## config.mk

```make
export PLATFORM = sky130hd
export DESIGN_NAME = slec_spare_lanes
export DESIGN_NICKNAME = d
export VERILOG_FILES = /design/src/inc/slec_pkg.sv /design/src/slec_spare_lanes.sv
export SDC_FILE = /design/constraint.sdc
export NUM_CORES = 1
export LEC_CHECK = 0
export ABC_CLOCK_PERIOD_IN_PS = 1600
export BUFFER_PORTS_ARGS = -buffer_cell sky130_fd_sc_hd__buf_2
export CAP_MARGIN = 20
export CORE_MARGIN = 2
export CORE_UTILIZATION = 48
export DETAILED_ROUTE_END_ITERATION = 8
export PLACE_DENSITY = 0.77
export SYNTH_ARGS = -nofsm -noshare
export SYNTH_HDL_FRONTEND = slang
export SYNTH_SLANG_ARGS = --single-unit
```

## constraint.sdc

```tcl
create_clock -name ref_clk -period 1.6 [get_ports ref_clk]
set_clock_uncertainty 0.15 [all_clocks]
set_input_delay 0.32 -clock ref_clk [delete_from_list [all_inputs] [get_ports ref_clk]]
set_output_delay 0.32 -clock ref_clk [all_outputs]
set_load 0.03 [all_outputs]
```

## src/inc/slec_pkg.sv

```systemverilog
package slec_pkg;
    // Register byte addresses (printed offsets are not all multiples of four: index x4)
    localparam logic [11:0] SLEC_IDX_LANE_A = 12'h20A;
    localparam logic [11:0] SLEC_IDX_LANE_B = 12'h20B;
    localparam logic [13:0] SLEC_ADDR_LANE_A = {SLEC_IDX_LANE_A, 2'b00};
    localparam logic [13:0] SLEC_ADDR_LANE_B = {SLEC_IDX_LANE_B, 2'b00};
    localparam logic [13:0] SLEC_ADDR_LINK_CTRL = 14'h0840;
    localparam logic [13:0] SLEC_ADDR_STATUS = 14'h0844;
    // Field layout
    localparam int SLEC_REG_W = 8;
    localparam int SLEC_SER_BIT = 0;
    localparam int SLEC_LANE_LSB = 1;
    localparam int SLEC_LANE_MSB = 7;
    localparam int SLEC_CTRL_ENC_BIT = 0;
    localparam int SLEC_CTRL_PDA_BIT = 1;
    localparam int SLEC_CTRL_PDB_BIT = 2;
    localparam logic [7:0] SLEC_RESET_VAL = 8'h00;
    localparam logic [2:0] SLEC_CTRL_RESET = 3'h0;
endpackage : slec_pkg

```

## src/slec_spare_lanes.sv

```systemverilog
`timescale 1ns/1ns
//==========================================================
module slec_spare_lanes import slec_pkg::*; #(
    parameter int LANES = 7
) (
    input wire logic ref_clk,
    input wire logic nrst,
    input wire logic psel,
    input wire logic penable,
    input wire logic pwrite,
    input wire logic [13:0] paddr,
    input wire logic [31:0] pwdata,
    output logic [31:0] prdata,
    output logic pready,
    output logic pslverr,
    output logic [LANES-1:0] laneClkEnA,
    output logic [LANES-1:0] laneClkEnB,
    output logic [LANES-1:0] serClkEnA,
    output logic [LANES-1:0] serClkEnB,
    output logic linkEncoderEnable
);

    //==========================================================
    // Register file
    logic [7:0] spareA_q, spareA_d, spareB_q, spareB_d;
    logic [2:0] ctrl_q, ctrl_d;
    logic [31:0] prdata_q, prdata_d;
    logic pready_q, pready_d, pslverr_q, pslverr_d;
    logic setup, hit;

    assign setup = psel && !penable;

    always_comb begin
        spareA_d = spareA_q;
        spareB_d = spareB_q;
        ctrl_d = ctrl_q;
        prdata_d = 32'h0000_0000;
        pready_d = setup;
        pslverr_d = 1'b0;
        hit = 1'b1;
        if (setup) begin
            unique case (paddr)
                SLEC_ADDR_LANE_A: begin
                    prdata_d = {24'h000000, spareA_q};
                    // Write ignored while encoder runs
                    if (pwrite && !ctrl_q[SLEC_CTRL_ENC_BIT]) begin
                        spareA_d = pwdata[7:0];
                    end
                end
                SLEC_ADDR_LANE_B: begin
                    prdata_d = {24'h000000, spareB_q};
                    if (pwrite && !ctrl_q[SLEC_CTRL_ENC_BIT]) begin
                        spareB_d = pwdata[7:0];
                    end
                end
                SLEC_ADDR_LINK_CTRL: begin
                    prdata_d = {29'h00000000, ctrl_q};
                    if (pwrite) begin
                        ctrl_d = pwdata[2:0];
                    end
                end
                SLEC_ADDR_STATUS: begin
                    prdata_d = {4'h0, serClkEnB, serClkEnA, laneClkEnB, laneClkEnA};
                end
                default: begin
                    hit = 1'b0;
                end
            endcase
            pslverr_d = !hit;
            if (pwrite) begin
                prdata_d = 32'h0000_0000;
            end
        end
    end

    always_ff @(posedge ref_clk or negedge nrst) begin
        if (!nrst) begin
            spareA_q <= SLEC_RESET_VAL;
            spareB_q <= SLEC_RESET_VAL;
            ctrl_q <= SLEC_CTRL_RESET;
            prdata_q <= 32'h0000_0000;
            pready_q <= 1'b0;
            pslverr_q <= 1'b0;
        end else begin
            spareA_q <= spareA_d;
            spareB_q <= spareB_d;
            ctrl_q <= ctrl_d;
            prdata_q <= prdata_d;
            pready_q <= pready_d;
            pslverr_q <= pslverr_d;
        end
    end

    assign prdata = prdata_q;
    assign pready = pready_q;
    assign pslverr = pslverr_q;

    //==========================================================
    // Lane enable outputs
    // Serializer n needs lanes 0 to n on and the serializer bit set; lane 0 is gated like the others
    function automatic logic [LANES-1:0] serChain(input logic [LANES-1:0] lanes,
                                                  input logic serOn);
        logic run;
        run = serOn;
        serChain = '0;
        for (int n = 0; n < LANES; n++) begin
            run = run && lanes[n];
            serChain[n] = run;
        end
    endfunction : serChain

    logic [LANES-1:0] laneA_d, laneB_d, serA_d, serB_d;
    logic [LANES-1:0] laneA_q, laneB_q, serA_q, serB_q;
    logic enc_q, linkAOk, linkBOk;

    always_comb begin
        // Power-down overrides spare enables
        linkAOk = ctrl_q[SLEC_CTRL_ENC_BIT] && !ctrl_q[SLEC_CTRL_PDA_BIT];
        linkBOk = ctrl_q[SLEC_CTRL_ENC_BIT] && !ctrl_q[SLEC_CTRL_PDB_BIT];
        // Rate comes from the link itself; only gating here
        laneA_d = linkAOk ? spareA_q[SLEC_LANE_MSB:SLEC_LANE_LSB] : '0;
        laneB_d = linkBOk ? spareB_q[SLEC_LANE_MSB:SLEC_LANE_LSB] : '0;
        serA_d = serChain(laneA_d, spareA_q[SLEC_SER_BIT]);
        serB_d = serChain(laneB_d, spareB_q[SLEC_SER_BIT]);
    end

    always_ff @(posedge ref_clk or negedge nrst) begin
        if (!nrst) begin
            laneA_q <= '0;
            laneB_q <= '0;
            serA_q <= '0;
            serB_q <= '0;
            enc_q <= 1'b0;
        end else begin
            laneA_q <= laneA_d;
            laneB_q <= laneB_d;
            serA_q <= serA_d;
            serB_q <= serB_d;
            enc_q <= ctrl_q[SLEC_CTRL_ENC_BIT];
        end
    end

    assign laneClkEnA = laneA_q;
    assign laneClkEnB = laneB_q;
    assign serClkEnA = serA_q;
    assign serClkEnB = serB_q;
    assign linkEncoderEnable = enc_q;

    //==========================================================
    // Checks
    property p_laneA;
        @(posedge ref_clk) disable iff (!nrst)
        1'b1 |=> laneClkEnA == ($past(linkAOk) ? $past(spareA_q[7:1]) : 7'h00);
    endproperty
    a_laneA: assert property (p_laneA) else $error("lane A enable wrong");

    property p_laneB;
        @(posedge ref_clk) disable iff (!nrst)
        1'b1 |=> laneClkEnB == ($past(linkBOk) ? $past(spareB_q[7:1]) : 7'h00);
    endproperty
    a_laneB: assert property (p_laneB) else $error("lane B enable wrong");

    property p_serOff;
        @(posedge ref_clk) disable iff (!nrst)
        !spareA_q[0] && !spareB_q[0] |=> serClkEnA == 7'h00 && serClkEnB == 7'h00;
    endproperty
    a_serOff: assert property (p_serOff) else $error("serializer on without bit 0");

    property p_noWriteWhileEnc;
        @(posedge ref_clk) disable iff (!nrst)
        ctrl_q[0] |=> $stable(spareA_q) && $stable(spareB_q);
    endproperty
    a_noWriteWhileEnc: assert property (p_noWriteWhileEnc) else $error("spare changed live");

    property p_pdA;
        @(posedge ref_clk) disable iff (!nrst)
        ctrl_q[1] |=> laneClkEnA == 7'h00 && serClkEnA == 7'h00;
    endproperty
    a_pdA: assert property (p_pdA) else $error("lanes A on while powered down");

    property p_chain;
        @(posedge ref_clk) disable iff (!nrst)
        serClkEnA[1] |-> serClkEnA[0] && laneClkEnA[1] && laneClkEnA[0];
    endproperty
    a_chain: assert property (p_chain) else $error("serializer chain broken");

    property p_readBack;
        @(posedge ref_clk) disable iff (!nrst)
        setup && !pwrite && paddr == SLEC_ADDR_LANE_B |=> prdata[7:0] == $past(spareB_q);
    endproperty
    a_readBack: assert property (p_readBack) else $error("read back wrong");

    property p_readNoEffect;
        @(posedge ref_clk) disable iff (!nrst)
        setup && !pwrite |=> $stable(spareA_q) && $stable(spareB_q);
    endproperty
    a_readNoEffect: assert property (p_readNoEffect) else $error("read had effect");

    property p_pdB;
        @(posedge ref_clk) disable iff (!nrst)
        ctrl_q[SLEC_CTRL_PDB_BIT] |=> laneClkEnB == 7'h00 && serClkEnB == 7'h00;
    endproperty
    a_pdB: assert property (p_pdB) else $error("lanes B on while powered down");

    property p_encOffA;
        @(posedge ref_clk) disable iff (!nrst)
        !ctrl_q[SLEC_CTRL_ENC_BIT] |=> laneClkEnA == 7'h00 && serClkEnA == 7'h00;
    endproperty
    a_encOffA: assert property (p_encOffA) else $error("lanes A on with link off");

    property p_encOffB;
        @(posedge ref_clk) disable iff (!nrst)
        !ctrl_q[SLEC_CTRL_ENC_BIT] |=> laneClkEnB == 7'h00 && serClkEnB == 7'h00;
    endproperty
    a_encOffB: assert property (p_encOffB) else $error("lanes B on with link off");

    property p_chainB;
        @(posedge ref_clk) disable iff (!nrst)
        serClkEnB[1] |-> serClkEnB[0] && laneClkEnB[1] && laneClkEnB[0];
    endproperty
    a_chainB: assert property (p_chainB) else $error("serializer chain B broken");

    property p_serBaseA;
        @(posedge ref_clk) disable iff (!nrst)
        serClkEnA[0] |-> laneClkEnA[0];
    endproperty
    a_serBaseA: assert property (p_serBaseA) else $error("serializer A1 without lane");

    property p_serTopA;
        @(posedge ref_clk) disable iff (!nrst)
        serClkEnA[6] |-> laneClkEnA == 7'h7F;
    endproperty
    a_serTopA: assert property (p_serTopA) else $error("serializer A7 without lanes");

    property p_serTopB;
        @(posedge ref_clk) disable iff (!nrst)
        serClkEnB[6] |-> laneClkEnB == 7'h7F;
    endproperty
    a_serTopB: assert property (p_serTopB) else $error("serializer B7 without lanes");

    property p_serOnA;
        @(posedge ref_clk) disable iff (!nrst)
        linkAOk && spareA_q[0] && spareA_q[1] |=> serClkEnA[0];
    endproperty
    a_serOnA: assert property (p_serOnA) else $error("serializer A1 not powered");

    property p_serOnB;
        @(posedge ref_clk) disable iff (!nrst)
        linkBOk && spareB_q[0] && spareB_q[1] |=> serClkEnB[0];
    endproperty
    a_serOnB: assert property (p_serOnB) else $error("serializer B1 not powered");

    property p_readBackA;
        @(posedge ref_clk) disable iff (!nrst)
        setup && !pwrite && paddr == SLEC_ADDR_LANE_A |=> prdata[7:0] == $past(spareA_q);
    endproperty
    a_readBackA: assert property (p_readBackA) else $error("read back A wrong");

    property p_readyAfterSetup;
        @(posedge ref_clk) disable iff (!nrst)
        setup |=> pready;
    endproperty
    a_readyAfterSetup: assert property (p_readyAfterSetup) else $error("no ready after setup");

    property p_readyPulse;
        @(posedge ref_clk) disable iff (!nrst)
        pready |=> !pready;
    endproperty
    a_readyPulse: assert property (p_readyPulse) else $error("ready longer than one cycle");

    property p_errWithReady;
        @(posedge ref_clk) disable iff (!nrst)
        pslverr |-> pready;
    endproperty
    a_errWithReady: assert property (p_errWithReady) else $error("error without ready");

    property p_writeZero;
        @(posedge ref_clk) disable iff (!nrst)
        setup && pwrite |=> prdata == 32'h0000_0000;
    endproperty
    a_writeZero: assert property (p_writeZero) else $error("read data on a write");

    property p_writeA;
        @(posedge ref_clk) disable iff (!nrst)
        setup && pwrite && paddr == SLEC_ADDR_LANE_A && !ctrl_q[SLEC_CTRL_ENC_BIT]
            |=> spareA_q == $past(pwdata[7:0]);
    endproperty
    a_writeA: assert property (p_writeA) else $error("write A lost");

    property p_writeB;
        @(posedge ref_clk) disable iff (!nrst)
        setup && pwrite && paddr == SLEC_ADDR_LANE_B && !ctrl_q[SLEC_CTRL_ENC_BIT]
            |=> spareB_q == $past(pwdata[7:0]);
    endproperty
    a_writeB: assert property (p_writeB) else $error("write B lost");

    property p_ctrlRead;
        @(posedge ref_clk) disable iff (!nrst)
        setup && !pwrite && paddr == SLEC_ADDR_LINK_CTRL |=> prdata[2:0] == $past(ctrl_q);
    endproperty
    a_ctrlRead: assert property (p_ctrlRead) else $error("control read back wrong");

endmodule : slec_spare_lanes

```

==> impl_metrics.toml, run 1 <==
[run_status]
status = "finished with violations"
violations = "negative setup slack"

[worst_setup_path]
r2r_start = "ctrl_q[0]"
crit_required_ns = 1.69
critPathKind = "input port to flop"
crit_chain = "buf_6, nor4b_4, buf_4, nand4_1, nor3_4, buf_12, mux2_4"
critPathCaptureType = "flop"
path_max_fanout = 8
cp-start-kind = "input port"
max_stage_delay_ns = 0.36
r2r_cells = 4
r2r_end = "spareB_q[7]"
cp_slowest_cell = "nor4b_4"
crit_arrival_ns = 1.72
regToRegSetupSlack_ns = 0.07

[pwr]
vdd_drop_max_mv = 0.5431
power_leakage_nw = 2.235
power.total_mw = 3.662
p_per_area_nw_per_um2 = 911.5

[global_routing]
grt_pass1_vias = 2077
grt_use_total = 0.1994
overflow = 0
grt_max_degree = 79
grt_pass1_wl_mm = 10.74
antenna_found_initial = 0

[floorplanning]
num_io_pins = 114
dieHeight_um = 83.05
die_w_um = 83.05
start_util = 0.5006
core_um2 = 5991
fp-row-count = 28
die_area_um2 = 6896

[min_path]
hold_path_class = "input port to flop"
min_to = "spareB_q[5]"
hp-start = "pwdata[5]"
holdPathStages = 2

[placement]
post-dp-hpwl_mm = 4.568
port_buffers = 85
gp_congestion = 0.7981
place_inst = 391
placed_area_um2 = 3741

[clock_network]
cts_buffer_depth = 2
cts_root_buf = "clkbuf_8"
clkTransAtPathRegs_ns = 0.08
cts_tree = "done"
clock_latency_ns = 0.35
numCtsBuffers = 9
htree_levels = 3
cts.sinks = 78

[yosys]
synth_area_per_cell_um2 = 14.15
netlist_instances = 212
syn-cell-area_um2 = 2999
ys_ff_latch = 78
yosys_warnings = 0
ys_seq_area_frac = 0.6508
yosysUniqueCellTypes = 28

[drt]
num_vias = 2009
drtIter0Drc = 125
wirelength_mm = 6.466
wire_per_inst_um = 15.81
vias_per_cell = 4.912
antenna_left = 0
first_pass_iters = 4
drc = 0

[sta]
period_share = 1.017
final-hold-violation-count = 0
layout_setup_ws_ns = -0.02795
finalHoldWorstSlack_ns = 0.07791
drv_slew = 0
setup_violations = 8
rsz0062_at_grt = "true"
setup_tns_ns = -0.1509
fmax_mhz = 614.3
finalCriticalPeriod_ns = 1.628

[final_layout]
drive_gt1_frac = 0.4641
nets = 380
layout.cells.non_filler = 409
layout_commonest_cell = "buf_2"
syn_to_final_growth_pct = 33.96
final_cell_area_um2 = 4018
antenna_cells = 0
mostFrequentLayoutCells = "80 x buf_2, 78 x dfrtp_1, 46 x and2_1, 23 x buf_4, 19 x mux2_4"

[run]
cap_violations = 0
per-layer routing:
metal,GRT usage,wire length [µm]
met3,0.03380,296
met4,0.09985,79
met5,0,0
met2,0.3065,3160
met1,0.2755,2930
synth_stat cells:
library cell / count / area (µm²)
and2_1: 47 / 294.0
and3_1: 9 / 56.30
and3b_1: 1 / 8.760
and4_1: 2 / 17.52
buf_1: 1 / 3.750
buf_4: 4 / 30.03
buf_6: 1 / 11.26
clkbuf_1: 2 / 7.510
conb_1: 1 / 3.750
dfrtp_1: 78 / 1952
mux2_2: 11 / 123.9
mux2_4: 8 / 120.1
mux2i_1: 11 / 110.1
nand2_1: 5 / 18.77
nand3_1: 2 / 10.01
nand3b_1: 1 / 7.510
nand4_1: 3 / 18.77
nand4_4: 1 / 21.27
nor2_1: 4 / 15.01
nor2b_1: 4 / 25.02
nor3_2: 1 / 10.01
nor3b_1: 2 / 15.01
nor4_4: 1 / 21.27
nor4b_4: 1 / 23.77
nor4bb_1: 1 / 10.01
o21a_1: 1 / 7.510
o22ai_1: 8 / 50.05
or3_1: 1 / 6.260
layout make-up:
class / instances / area [µm²]
clock inverter: 7 / 82.58
fill: 434 / 1973
sequential: 78 / 1952
multi-input combinational: 129 / 1086
tap: 75 / 93.84
timing repair buffer: 111 / 679.4
clock buffer: 9 / 123.9
cells by family after synthesis:
family,Yosys count,synth area share
AOI/OAI and AO/OA,9,0.01919
buffers and inverters,8,0.01752
DFF,78,0.6508
muxes,30,0.1181
other,1,0.001250
and+or+nand+nor,86,0.1932
sequential cells by signal, summed over array words and instances (netlist names):
register and cells:
ctrl_q 3, laneClkEnA 7, laneClkEnB 7, linkEncoderEnable 1, prdata 28, pready 1, pslverr 1, serClkEnA 7
serClkEnB 7, spareA_q 8, spareB_q 8
critical path, delay by kind of cell:
family | cells | cell delay, ns
muxes | 1 | 0.30
buffers and inverters | 3 | 0.45
and+or+nand+nor | 3 | 0.65
through the flow:
stage	util	setup slack [ns]
after CTS	0.6694	-0.008358
final	0.6706	-0.02795
after global routing	0.6706	-0.06437
after global placement	0.6245	-0.3997
after floorplan	-	-0.3475
after detailed placement	0.6245	-0.4364
what timing repair did:
| item | in CTS | in global routing |
|---|---|---|
| buffers inserted | 2 | 0 |
| hold endpoints to repair | 78 | 0 |
| resized for setup | 7 | 5 |
| pin swaps | 2 | 1 |
| setup endpoints to repair | 19 | 42 |
| hold buffers | 1 | 0 |
power by group:
| group | total [mW] | switching (mW) | leakage, nW | internal (mW) |
|---|---|---|---|---|
| Clock | 1.51 | 0.772 | 0.0980 | 0.741 |
| Sequential | 1.97 | 0.000793 | 1.09 | 1.97 |
| Combinational | 0.176 | 0.104 | 1.05 | 0.0713 |
worst max path at each step:
stage | startpoint | endpoint | slack [ns] | cells past startpoint
2_1_floorplan | paddr[10] | spareA_q[0] | -0.35 | 5
3_3_place_gp | paddr[10] | spareB_q[3] | -0.40 | 7
3_5_place_dp | paddr[10] | spareB_q[7] | -0.44 | 7
4_1_cts | paddr[9] | spareA_q[6] | -0.008 | 6
5_1_grt | paddr[4] | spareB_q[7] | -0.06 | 7
6_report | paddr[9] | spareB_q[7] | -0.03 | 7
Power figures use the tool's default switching activity.
==> inputs of run 2 (changes only) <==
- CELL_PAD_IN_SITES_DETAIL_PLACEMENT: default -> 0
- CELL_PAD_IN_SITES_GLOBAL_PLACEMENT: default -> 1
- CORE_UTILIZATION: 48 -> 38
- CTS_CLUSTER_DIAMETER: default -> 150
- PLACE_DENSITY: 0.77 -> 0.78
==> run 2 against run 1 <==
Net effect:
- the run still ends with negative setup slack left
- sequential share of layout area shrank 0.38 points
- first-iteration DRC count is 53% lower
- cell area rose by 0.78%
- fmax fell by 2.2%
- cell count is 7.1% higher
- count of clock-buffer cells in the layout did not move
- total power down 0.48%
- core utilization shrank 14 points
- register-to-register slack lost 0.03 ns
- largest cell class unchanged
==> impl_metrics.toml, run 2 (same netlist as run 1, synthesis figures left out) <==
[sta]
period_share = 1.040
finalHoldWorstSlack_ns = 0.08388
drv_slew = 0
setup_violations = 16
rsz0062_at_grt = "true"
fmax_mhz = 601.0
final-hold-violation-count = 0
layout_setup_ws_ns = -0.06390
finalCriticalPeriod_ns = 1.664

[clock_network]
numCtsBuffers = 9
cts_tree = "done"
clock_latency_ns = 0.35
clkTransAtPathRegs_ns = 0.08
cts_buffer_depth = 2
cts_root_buf = "clkbuf_8"
htree_levels = 3
cts.sinks = 78

[global_routing]
grt_pass1_wl_mm = 10.11
grtUsageMet3 = 0.03662
use_met2 = 0.2397
overflow = 0
grt_pass1_vias = 1980
antenna_found_initial = 0
grt_use_total = 0.1553
grt.met1_usage = 0.2117
grt_busiest_layer = "met2"
grt_max_degree = 34

[drt]
drtIter0Drc = 59
antenna_left = 0
drc = 0
wirelength_mm = 6.370
vias_per_cell = 4.518
first_pass_iters = 5
wire_per_inst_um = 14.54
num_vias = 1979

[placement]
pre_cts_slack_ns = -0.4191
gp_congestion = 0.8001
post-dp-hpwl_mm = 4.824
port_buffers = 85

[min_path]
hold_path_class = "input port to flop"

[floorplanning]
core_um2 = 7687
dieHeight_um = 92.84
die_w_um = 92.84
die_area_um2 = 8619
num_io_pins = 114
start_util = 0.3901
fp-row-count = 32

[final_layout]
antenna_cells = 0
fillers = 694
nets = 382
mostFrequentLayoutCells = "80 x buf_2, 78 x dfrtp_1, 47 x and2_1, 26 x buf_4, 19 x mux2_4"
layout_commonest_cell = "buf_2"
syn_to_final_growth_pct = 35.00
largest_reg_flops = 28
drive_gt1_frac = 0.4613

[run_status]
violations = "negative setup slack"
status = "finished with violations"

[pwr]
p_seq_frac = 0.541
swShare = 0.2352
power_leakage_nw = 2.240
p_per_area_nw_per_um2 = 900.1
power_frac_comb = 0.049
power_switching_uw = 857.0
p_int_mw = 2.787
vdd_drop_max_mv = 0.4748
pwr-share-clk = 0.409

[worst_setup_path]
critPathCaptureType = "flop"
path_max_fanout = 8
crit_required_ns = 1.68
critPathKind = "input port to flop"
crit_arrival_ns = 1.75
cp-start-kind = "input port"

[run]
cap_violations = 0
==> run 2: changes by cell type in the layout (fill, tap and decap cells not counted) <==
cell	before	now
inv_8	1	0
nor2_2	0	1
nor2_1	3	2
buf_6	5	4
o22ai_2	1	0
nand3_2	1	0
and2_1	46	47
nand3_1	1	2
and2_4	1	0
inv_6	1	3
clkinv_4	2	1
o22ai_1	7	8
buf_4	23	26
==> run 2: metrics by stage <==
step	cells	util	power [mW]	instance area, µm²	setup TNS [ns]
after floorplan	215	-	2.070	3067	-5.656
after global placement	420	0.4930	2.182	3790	-12.94
after detailed placement	420	0.4930	2.184	3790	-12.94
after CTS	438	0.5256	3.674	4040	-0.1624
after global routing	438	0.5267	3.789	4049	-1.257
final	438	0.5267	3.644	4049	-0.6398
==> run 2: power by group through the flow <==
stage                     clock network [mW]  logic, mW  registers [mW]
after floorplan                            0     0.0516            2.02
after global placement                     0      0.170            2.01
after detailed placement                   0      0.172            2.01
after CTS                               1.52      0.181            1.97
after global routing                    1.62      0.198            1.97
final                                   1.49      0.180            1.97
==> run 2: critical path: stages <==
cell     delay [ns]
buf_6          0.09
nor4_4         0.29
buf_4          0.16
nand4_4        0.10
or3_4          0.45
mux2_4         0.33
==> run 2: area by class of cell <==
class	count	area, µm²	area share
multi-input combinational	129	1075	0.2655
clock inverter	7	80.08	0.01978
sequential	78	1952	0.4821
timing repair buffer	113	690.7	0.1706
clock buffer	9	123.9	0.03059
tap	102	127.6	0.03152
==> run 2: final timing paths <==
check / cells past startpoint / slack [ns] / to / start
max reg2reg: 2 / 0.04 / spareA_q[5] / ctrl_q[0]
min reg2reg: 1 / 0.32 / prdata[18] / serClkEnA[4]
max in group asynchronous: 3 / 0.54 / pready / nrst
min: 2 / 0.08 / spareB_q[5] / pwdata[5]
max: 6 / -0.06 / spareA_q[5] / paddr[4]
min in group asynchronous: 2 / 0.27 / prdata[25] / nrst
==> run 2: per-layer routing <==
layer,part of all wire,vias to the layer above
li1,-,957
met5,0,-
met4,0.014,0
met1,0.47,954
met3,0.046,11
met2,0.47,57
==> run 2: repair_timing <==
item	CTS	global route
setup buffers	1	1
hold buffers	1	0
pin swaps	2	0
resized for setup	5	3
endpoints found under the setup margin	19	23
cloned	0	0
endpoints found under the hold margin	22	0
==> inputs of run 3 (changes only) <==
- PLACE_DENSITY: 0.78 -> 0.8
==> run 3 against run 2 <==
Net effect:
- the flow still finishes with violations (negative setup slack)
- sequential cell count stayed put
- global-route usage is 0.66 points higher
- sequential share of layout area is 1.1 points lower
- fmax is 0.28% lower
- highest routed layer unchanged
==> impl_metrics.toml, run 3 (same netlist as run 1, synthesis figures left out) <==
[clock_network]
cts.sinks = 78
cts_buffer_depth = 2
numCtsBuffers = 9
cts_root_buf = "clkbuf_8"
htree_levels = 3
cts_tree = "done"
clkTransAtPathRegs_ns = 0.08
clock_latency_ns = 0.34

[floorplanning]
dieHeight_um = 92.84
num_io_pins = 114
fp-row-count = 32
start_util = 0.3901
die_w_um = 92.84
core_um2 = 7687
die_area_um2 = 8619

[drt]
num_vias = 2036
drtIter0Drc = 75
drc = 0
vias_per_cell = 4.627
wire_per_inst_um = 15.10
wirelength_mm = 6.643
first_pass_iters = 4
antenna_left = 0

[sta]
period_share = 1.043
drv_slew = 0
setup_violations = 11
rsz0062_at_grt = "true"
layout_setup_ws_ns = -0.06854
setup_tns_ns = -0.5847
fmax_mhz = 599.3
finalCriticalPeriod_ns = 1.669
final-hold-violation-count = 0

[pwr]
p_int_mw = 3.141
p_seq_frac = 0.498
pwr-share-clk = 0.455
swShare = 0.2065
power_leakage_nw = 2.283
p_per_area_nw_per_um2 = 954.9
power.total_mw = 3.958
vdd_drop_max_mv = 0.4269
power_frac_comb = 0.047
power_switching_uw = 817.5

[global_routing]
grt_max_degree = 35
grt_pass1_wl_mm = 10.61
grt_pass1_vias = 2129
overflow = 0
grt_use_total = 0.1619
antenna_found_initial = 0

[final_layout]
ff_latch_area_um2 = 1953
antenna_cells = 0
fillers = 671
multi_input_area_um2 = 1090
drive_gt1_frac = 0.4763
nets = 384
layout_commonest_cell = "buf_2"
syn_to_final_growth_pct = 38.21
post-route-util = 0.5392
largest_reg_flops = 28
mostFrequentLayoutCells = "80 x buf_2, 77 x dfrtp_1, 47 x and2_1, 26 x buf_4, 19 x mux2_4"
final_cell_area_um2 = 4145

[min_path]
hold_path_class = "input port to flop"

[worst_setup_path]
crit_arrival_ns = 1.75
cp-start-kind = "input port"
crit_required_ns = 1.68
critPathKind = "input port to flop"
critPathCaptureType = "flop"
path_max_fanout = 8

[placement]
port_buffers = 85
placed_area_um2 = 3802
post-dp-hpwl_mm = 4.746
gp_congestion = 0.8074

[run]
cap_violations = 0

[run_status]
violations = "negative setup slack"
status = "finished with violations"
-- run 3: power groups by stage --
stage / clock (mW) / combinational [mW] / sequential, mW
finish: 1.80 / 0.186 / 1.97
global placement: 0 / 0.173 / 2.01
CTS: 1.84 / 0.186 / 1.97
detailed placement: 0 / 0.176 / 2.01
floorplan: 0 / 0.0516 / 2.02
global route: 1.94 / 0.204 / 1.97
-- run 3: timing repair --
item                                   CTS  global route
buffers inserted                         1             2
resized for setup                        8             8
hold buffers                             1             0
setup endpoints to repair               19            43
pin swaps                                4             3
endpoints found under the hold margin   22             0
gates cloned                             0             1
-- run 3: through the flow --
step	worst slack (ns)	hold slack, ns	instances
final	-0.06854	0.08022	440
after floorplan	-0.3475	-0.1256	215
after global routing	-0.1026	0.06482	440
after detailed placement	-0.4623	0.1004	420
after global placement	-0.4343	0.09061	420
after CTS	-0.04508	0.07058	438
-- run 3: final cells by class --
cell class | count | share of cell area
sequential | 78 | 0.4712
multi-input combinational | 129 | 0.2629
timing repair buffer | 115 | 0.1742
clock buffer | 10 | 0.03320
tap | 102 | 0.03079
clock inverter | 6 | 0.02777
-- run 3: per-layer routing --
metal / share of wire / wire, µm / vias to the layer above / global-route usage
met4: 0.020 / 131 / 0 / 0.07598
met1: 0.44 / 2956 / 1008 / 0.2084
met2: 0.49 / 3281 / 58 / 0.2639
met3: 0.041 / 273 / 8 / 0.03173
li1: - / - / 962 / -
met5: 0 / 0 / - / 0
-- run 3: final timing paths --
| check | from | to | cells past startpoint | slack (ns) |
|---|---|---|---|---|
| setup / recovery | paddr[0] | spareA_q[1] | 6 | -0.07 |
| hold / removal | pwdata[7] | spareA_q[7] | 2 | 0.08 |
| setup reg to reg | ctrl_q[0] | spareB_q[1] | 4 | 0.06 |
| hold reg to reg | serClkEnB[5] | prdata[26] | 1 | 0.32 |
| max in group asynchronous | nrst | pslverr | 3 | 0.56 |
| min in group asynchronous | nrst | prdata[23] | 2 | 0.27 |
-- run 3: worst max-delay path: stages --
cell and delay, ns:
buf_6 0.10, nor4_4 0.29, buf_4 0.17, nand4_4 0.09, or3_4 0.44, mux2_4 0.33
